$ cat config.mk
export PLATFORM = sky130hd
export DESIGN_NAME = boot_option_byte_loader
export DESIGN_NICKNAME = d
export VERILOG_FILES = /design/src/settle_timer.v /design/src/boot_option_byte_loader.v
export VERILOG_INCLUDE_DIRS = /design/src
export SDC_FILE = /design/constraint.sdc
export NUM_CORES = 1
export LEC_CHECK = 0
export ABC_AREA = 1
export BUFFER_PORTS_ARGS = -buffer_cell sky130_fd_sc_hd__buf_2
export CORE_MARGIN = 1.5
export CORE_UTILIZATION = 39
export CTS_BUF_LIST = sky130_fd_sc_hd__clkbuf_4
export DETAILED_ROUTE_END_ITERATION = 10
export PLACE_DENSITY = 0.71
export SLEW_MARGIN = 20
export SYNTH_ARGS = -nofsm -noshare
export SYNTH_HDL_FRONTEND = slang
export SYNTH_SLANG_ARGS = --single-unit
export TNS_END_PERCENT = 10
$ cat constraint.sdc
create_clock -name ref_clk -period 1.5 [get_ports ref_clk]
set_input_delay 0.075 -clock ref_clk [delete_from_list [all_inputs] [get_ports ref_clk]]
set_output_delay 0.075 -clock ref_clk [all_outputs]
set_load 0.01 [all_outputs]
$ cat src/obl_consts.vh
`ifndef OBL_CONSTS_VH
`define OBL_CONSTS_VH
// Flash location of the option byte
`define OBL_OPT_ADDR 16'h0080
// Avalon register byte offsets
`define OBL_REG_OPT 4'h0
`define OBL_REG_CFG 4'h4
`define OBL_REG_SLOW 4'h8
`define OBL_REG_STAT 4'hc
// Option byte fields
`define OBL_FIXED_HI 7
`define OBL_WAIT_HI 6
`define OBL_WAIT_LO 5
`define OBL_FIXED_LO 4
`define OBL_RPIN 3
`define OBL_SRC_HI 2
`define OBL_SRC_LO 1
`define OBL_LOCK 0
// Settle wait exponents, in main clock periods
`define OBL_WAIT_EXP0 10
`define OBL_WAIT_EXP1 12
`define OBL_WAIT_EXP2 15
`define OBL_WAIT_EXP3 17
// Flash read latency in cycles
`define OBL_FETCH_CYC 2
`endif

$ cat src/settle_timer.v
`include "obl_consts.vh"
module settle_timer #(
  parameter integer CW = 18
) (
  input wire ref_clk,          // Main clock
  input wire arst_n,           // Async reset, active low
  input wire start,            // Load count, one cycle
  input wire [1:0] sel,        // Settle wait select
  input wire skip,             // No wait for this source
  output reg done_r            // Wait elapsed
);
  reg [CW-1:0] cnt_r;
  reg run_r;

  function [CW-1:0] wait_len;
    input [1:0] s;
    begin
      case (s)
        2'b00: wait_len = {{(CW-1){1'b0}}, 1'b1} << `OBL_WAIT_EXP0;
        2'b01: wait_len = {{(CW-1){1'b0}}, 1'b1} << `OBL_WAIT_EXP1;
        2'b10: wait_len = {{(CW-1){1'b0}}, 1'b1} << `OBL_WAIT_EXP2;
        default: wait_len = {{(CW-1){1'b0}}, 1'b1} << `OBL_WAIT_EXP3;
      endcase
    end
  endfunction

  always @(posedge ref_clk or negedge arst_n)
  begin
    if (!arst_n)
    begin
      cnt_r <= {CW{1'b0}};
      run_r <= 1'b0;
      done_r <= 1'b0;
    end
    else if (start)
    begin
      done_r <= skip; // RQ3
      run_r <= ~skip;
      cnt_r <= wait_len(sel) - {{(CW-1){1'b0}}, 1'b1}; // RQ2
    end
    else if (run_r)
    begin
      if (cnt_r == {CW{1'b0}})
      begin
        run_r <= 1'b0;
        done_r <= 1'b1;
      end
      else
        cnt_r <= cnt_r - {{(CW-1){1'b0}}, 1'b1};
    end
  end
endmodule

$ cat src/boot_option_byte_loader.v
// Summary of operation
// RQ1: Option byte at flash 0080H; bits 7,4 are one; fields as laid out.
// RQ2: Settle field 00/01/10/11 waits 2^10/2^12/2^15/2^17 clock periods.
// RQ3: Settle wait only for crystal source; none for internal or external.
// RQ4: Reset pin control 1 keeps reset input; 0 makes it input port.
// RQ5: Fetch after reset release; pin low before fetch end keeps reset.
// RQ6: Source 00 crystal, 01 external clock, 1x internal high-speed osc.
// RQ7: Crystal uses both osc pins, external first only, internal none.
// RQ8: Lock 1 keeps slow osc running, ignoring halt; 0 lets halt stop it.
// RQ9: Lock 1 forces watchdog count clock from the slow oscillator.
// RQ10: Unlocked: watchdog clock gated in HALT/STOP or non-slow selection.
// RQ11: Slow osc running keeps feeding the aux 8-bit timer, even in STOP.
// RQ12: Programmer must power before target when reset pin is a port.
// RQ13: Option byte read automatically at every start, before operation.
// RQ14: Fields latched once per reset, constant until the next reset.
`include "obl_consts.vh"
module boot_option_byte_loader #(
  parameter integer CW = 18
) (
  input wire ref_clk,              // Main clock, 100 MHz
  input wire arst_n,               // Async reset, active low
  input wire reset_pin,            // Reset pin level, from outside
  output reg [15:0] flash_addr,    // Flash read address
  output reg flash_rd,             // Flash read strobe
  input wire [7:0] flash_rdata,    // Flash read data
  input wire halt_mode,            // CPU in HALT
  input wire stop_mode,            // CPU in STOP
  input wire wdt_sel_slow,         // Watchdog wants slow clock
  input wire [3:0] avs_address,    // Avalon byte address
  input wire avs_read,             // Avalon read
  input wire avs_write,            // Avalon write
  input wire [31:0] avs_writedata, // Avalon write data
  output reg [31:0] avs_readdata,  // Avalon read data
  output reg avs_waitrequest,      // Avalon wait
  output reg sys_rst_n,            // Internal reset, active low
  output reg cpu_run,              // Normal operation may begin
  output reg reset_pin_keep,       // Pin acts as reset
  output reg reset_alt_port_en,    // Pin acts as input port
  output reg [1:0] sysclk_src,     // 00 xtal, 01 ext, 10 internal
  output reg osc_in_pin_en,        // First osc pin used for clock
  output reg osc_out_pin_en,       // Second osc pin used for clock
  output reg osc_in_port_en,       // First osc pin is a port
  output reg osc_out_port_en,      // Second osc pin is a port
  output reg slow_osc_run,         // Slow oscillator enable
  output reg wdt_clk_en,           // Watchdog count clock gate
  output reg wdt_clk_force_slow,   // Watchdog forced to slow clock
  output reg tmr_clk_en            // Aux 8-bit timer clock gate
);
  // ****************************************
  // Sequencer
  // ****************************************
  localparam [2:0] S_HOLD = 3'd0;
  localparam [2:0] S_FETCH = 3'd1;
  localparam [2:0] S_SETTLE = 3'd2;
  localparam [2:0] S_RUN = 3'd3;

  reg [2:0] state_r;
  reg [2:0] state_nxt;
  reg pin_s1_r;
  reg pin_s2_r;
  reg [1:0] fcnt_r;
  reg [7:0] opt_r;
  reg settle_go_r;
  reg slow_halt_r;
  reg pend_r;
  wire settle_done;

  wire [1:0] src = {opt_r[`OBL_SRC_HI], opt_r[`OBL_SRC_LO]};
  wire lock = opt_r[`OBL_LOCK];
  wire fetch_end = (state_r == S_FETCH) && (fcnt_r == 2'd0);
  wire [7:0] fetched = flash_rdata;
  wire [1:0] f_src = {fetched[`OBL_SRC_HI], fetched[`OBL_SRC_LO]};
  wire sleep = halt_mode | stop_mode;

  // Pin is asynchronous to ref_clk
  always @(posedge ref_clk or negedge arst_n)
  begin
    if (!arst_n)
    begin
      pin_s1_r <= 1'b0;
      pin_s2_r <= 1'b0;
    end
    else
    begin
      pin_s1_r <= reset_pin;
      pin_s2_r <= pin_s1_r;
    end
  end

  always @*
  begin
    state_nxt = state_r;
    case (state_r)
      S_HOLD:
        if (pin_s2_r)
          state_nxt = S_FETCH; // RQ13
      S_FETCH:
        if (!pin_s2_r)
          state_nxt = S_HOLD; // RQ5
        else if (fcnt_r == 2'd0)
          state_nxt = S_SETTLE;
      S_SETTLE:
        if (settle_done && !settle_go_r)
          state_nxt = S_RUN;
      S_RUN:
        // Pin resets only while it is still the reset input
        if (!pin_s2_r && opt_r[`OBL_RPIN])
          state_nxt = S_HOLD; // RQ4
      default:
        state_nxt = S_HOLD;
    endcase
  end

  always @(posedge ref_clk or negedge arst_n)
  begin
    if (!arst_n)
    begin
      state_r <= S_HOLD;
      fcnt_r <= 2'd0;
      opt_r <= 8'h91;
      settle_go_r <= 1'b0;
      flash_addr <= 16'h0000;
      flash_rd <= 1'b0;
    end
    else
    begin
      state_r <= state_nxt;
      settle_go_r <= fetch_end && pin_s2_r;
      flash_addr <= `OBL_OPT_ADDR; // RQ1
      flash_rd <= (state_nxt == S_FETCH);
      if (state_r == S_HOLD)
        fcnt_r <= `OBL_FETCH_CYC;
      else if (state_r == S_FETCH && fcnt_r != 2'd0)
        fcnt_r <= fcnt_r - 2'd1;
      // Latched once; frozen until the next reset
      if (fetch_end && pin_s2_r)
        opt_r <= fetched; // RQ14
    end
  end

  settle_timer #(
    .CW(CW)
  ) u_settle (
    .ref_clk(ref_clk),
    .arst_n(arst_n),
    .start(settle_go_r),
    .sel({opt_r[`OBL_WAIT_HI], opt_r[`OBL_WAIT_LO]}),
    .skip(src != 2'b00), // RQ3
    .done_r(settle_done)
  );

  // ****************************************
  // Configuration outputs
  // ****************************************
  wire running = (state_r == S_RUN);
  wire slow_on = lock | ~slow_halt_r; // RQ8

  always @(posedge ref_clk or negedge arst_n)
  begin
    if (!arst_n)
    begin
      sys_rst_n <= 1'b0;
      cpu_run <= 1'b0;
      reset_pin_keep <= 1'b1;
      reset_alt_port_en <= 1'b0;
      sysclk_src <= 2'b10;
      osc_in_pin_en <= 1'b0;
      osc_out_pin_en <= 1'b0;
      osc_in_port_en <= 1'b0;
      osc_out_port_en <= 1'b0;
      slow_osc_run <= 1'b1;
      wdt_clk_en <= 1'b0;
      wdt_clk_force_slow <= 1'b0;
      tmr_clk_en <= 1'b0;
    end
    else
    begin
      sys_rst_n <= running; // RQ5
      cpu_run <= running; // RQ13
      reset_pin_keep <= opt_r[`OBL_RPIN]; // RQ4
      reset_alt_port_en <= running & ~opt_r[`OBL_RPIN]; // RQ4
      sysclk_src <= src[1] ? 2'b10 : src; // RQ6
      osc_in_pin_en <= ~src[1]; // RQ7
      osc_out_pin_en <= (src == 2'b00); // RQ7
      osc_in_port_en <= src[1]; // RQ7
      osc_out_port_en <= (src != 2'b00); // RQ7
      slow_osc_run <= slow_on; // RQ8
      wdt_clk_force_slow <= lock; // RQ9
      if (lock)
        wdt_clk_en <= running; // RQ9
      else
        wdt_clk_en <= running & slow_on & ~sleep & wdt_sel_slow; // RQ10
      tmr_clk_en <= running & slow_on; // RQ11
    end
  end

  // ****************************************
  // Avalon slave
  // ****************************************
  // Fixed one wait state: answer at second edge of each request
  always @(posedge ref_clk or negedge arst_n)
  begin
    if (!arst_n)
    begin
      pend_r <= 1'b0;
      avs_waitrequest <= 1'b1;
      avs_readdata <= 32'h0000_0000;
      slow_halt_r <= 1'b0;
    end
    else
    begin
      pend_r <= (avs_read | avs_write) & ~pend_r;
      avs_waitrequest <= ~((avs_read | avs_write) & ~pend_r);
      if ((avs_read | avs_write) & ~pend_r)
      begin
        avs_readdata <= 32'h0000_0000;
        if (avs_read)
          case (avs_address)
            `OBL_REG_OPT: avs_readdata <= {24'h00_0000, opt_r};
            `OBL_REG_CFG: avs_readdata <= {26'h000_0000, cpu_run,
              reset_pin_keep, sysclk_src, wdt_clk_en, tmr_clk_en};
            `OBL_REG_SLOW: avs_readdata <= {31'h0000_0000, slow_halt_r};
            `OBL_REG_STAT: avs_readdata <= {29'h0000_0000, state_r};
            default: avs_readdata <= 32'h0000_0000;
          endcase
      end
      // Write lands on the answer edge only; lock overrides its effect
      if (avs_write && pend_r && avs_address == `OBL_REG_SLOW)
        slow_halt_r <= avs_writedata[0]; // RQ8
    end
  end
endmodule

==> results.md <==
* Final Critical Period at 1550 ps
* Chip width at 94.7 microns
* Die area at 8970 sq um
* Ant. Diodes at 0
* CTS tree: yes
* Avg Vias per Cell at 4.79
* Htree depth at 3
* Starting density of the core at 0.401
* Commonest non-fill, non-tap cell in the layout: nand2_1
* Status: complete, but fails checks
* Layout cells sized above 1 at 0.325
* Maximum vdd drop at 0.549 mV
* Routed len/inst at 12.5 microns
* Final setup vio count at 12
* # DRC at 0
* Post-Synthesis Cells at 400
* Reg clk slew, reported paths at 110 ps
* Worst min path class: in2reg
* Area growth syn-to-layout at 28.5%
* Synth area leaders: dfrtp_1, nand2_1, buf_4
* Overall routing resource usage at 0.176
* Count of cell types in the netlist at 32
* Fmax at 643 MHz
* Gr ovfl total at 0
* Final-report hold violation count at 0
* Crit Path Max Fanout at 5
* Die Y at 94.7 microns
* P per Cell Area at 1630 nW/um^2
* I/O pin cnt at 116
* Failing checks: negative setup slack
* CP endpoint kind: flop
* Initial drt markers at 145
* Number of fill cells at 717
* Clk_lat worst skew at 420 ps
* Sink Count at 62
* First-pass GRT wire length at 12,100 microns
* Most frequent cells in the layout: nand2_1, dfrtp_1, buf_2
* CP required at 1850 ps
* Unrepaired setup endpoints after global routing: true
* Routability Congestion at 0.861
* Final #Nets at 560
* Bufs on Longest Clock Path at 2
* Post-DP HPWL at 5290 microns
* Synth warnings at 0
* Vias at 2,950
* Port-buffer cells at 45
* Synth top area share at 0.420
* Root buffer cell: clkbuf_4
* Final Max Tran Viols at 0
* Mapped Area at 3280 sq um
* Setup Skew at 17.6 ps
* Largest net degree at the start of global routing at 28
* Yosys reg bits at 62
* Vias in the first global route at 2,726
* Fin Setup TNS at -379 ps
* Post-route antenna net violation count at 0
* Initial antenna violation count at 0
* Leak at 2.26 nW
* CTS buffer count at 9
* Util after Layout at 0.515
* MaxCap Viol Count at 0
* R2r setup slk at -50 ps
* 1st-pass router iterations at 4
* Crit Path Category: reg2reg
* Avg Inst Size Synth at 8.20 sq um
* Critical path arrival at 1910 ps
* Crit share post-route at 1.04
* DRT Wirelength at 7680 microns
* Startpoint types: flop
* Seq/Total Area, Yosys at 0.476
* Final worst setup slack at -54.9 ps
* Cell accounting for the most synthesized area: dfrtp_1
* Num rows at 33
* Core area at 8180 sq um
-- cell type report --
cell class	count	area, sq um	share of cell area
Inverter	45	171	0.0407
Tap cell	105	131	0.0312
Multi-Input combinational cell	285	1490	0.353
Sequential cell	62	1560	0.370
Clock inverter	6	38.8	0.00921
Clock buffer	10	75.1	0.0178
Timing Repair Buffer	103	751	0.178
-- kinds of logic after synthesis --
kind of cell | Yosys count | synth area share
other | 2 | 0.00229
buffers and inverters | 92 | 0.160
flip-flops | 62 | 0.476
adder cells (fa/ha/maj) | 2 | 0.00763
XOR/XNOR | 6 | 0.0160
AO/OA/AOI/OAI | 44 | 0.0801
AND/OR/NAND/NOR | 192 | 0.258
-- final timing paths --
path	from	to	cells after the start
max	u_settle.cnt_r[16]	u_settle.cnt_r[0]	9
min reg2reg	pin_s1_r	pin_s2_r	0
max reg2reg	u_settle.cnt_r[16]	u_settle.cnt_r[0]	9
min in group asynchronous	arst_n	slow_halt_r	2
min	avs_address[0]	avs_readdata[4]	5
max in group asynchronous	arst_n	u_settle.cnt_r[2]	3
-- cell usage after synthesis, drive strengths merged --
| master | count |
|---|---|
| a21oi | 2 |
| nor3 | 5 |
| xor2 | 3 |
| o221ai | 1 |
| o21ai | 33 |
| a21o | 1 |
| o211ai | 2 |
| buf | 47 |
| ha | 2 |
| nand2 | 122 |
| inv | 45 |
| a32o | 2 |
| o31ai | 1 |
| a22o | 2 |
| nand3 | 27 |
| dfstp | 7 |
| xnor2 | 3 |
| nand4 | 3 |
| conb | 2 |
| dfrtp | 55 |
| nor2 | 35 |
-- flip-flops by register name, summed over array words and instances (netlist names), 2 cells and up --
| register | count |
|---|---|
| u_settle.cnt_r | 18 |
| avs_readdata | 8 |
| fcnt_r | 2 |
| state_r | 3 |
| sysclk_src | 2 |
| opt_r | 8 |
-- through the flow --
stage	total power, mW	std cells	cell area (sq um)	worst slack [ps]	hold slack (ps)
final	6.88	616	4210	-54.9	102
after global routing	7.39	616	4210	-144	102
after CTS	6.35	607	3990	-12.6	56.5
after detailed placement	5.26	575	3700	-27.0	65.6
after global placement	5.15	575	3700	-2.64	63.0
after floorplan	4.31	439	3430	82.8	-221
-- per-layer routing --
metal  global-route usage  up-vias  wire (microns)
met5                    0        -               0
met4               0.0933        0             236
met3               0.0539       21             434
met2                0.273      107            3840
met1                0.218     1426            3160
li1                     -     1396               -
-- power by group --
part	leakage (nW)	switching (mW)	internal [mW]
Clock	0.0621	0.633	0.352
Combinational	1.41	1.94	1.44
Sequential	0.783	0.317	2.20
-- worst max-delay path, stage by stage, from the launching register on --
cell     delay (ps)
dfrtp_1         390
nor2_1          110
nand3_1         120
nor2_2          160
nand3_2         100
buf_6           140
o21ai_4         190
buf_6           160
nand2_2          50
nand2_1          60
-- what timing repair did --
item | 4_1_cts | 5_1_grt
gates cloned | 0 | 1
gates resized for setup | 5 | 44
buffers inserted | 0 | 7
setup endpoints to repair | 12 | 21
hold endpoints to repair | 54 | 1
pin swaps | 2 | 16
hold buffers | 16 | 1
No activity file was read; power rests on OpenSTA's default activity.
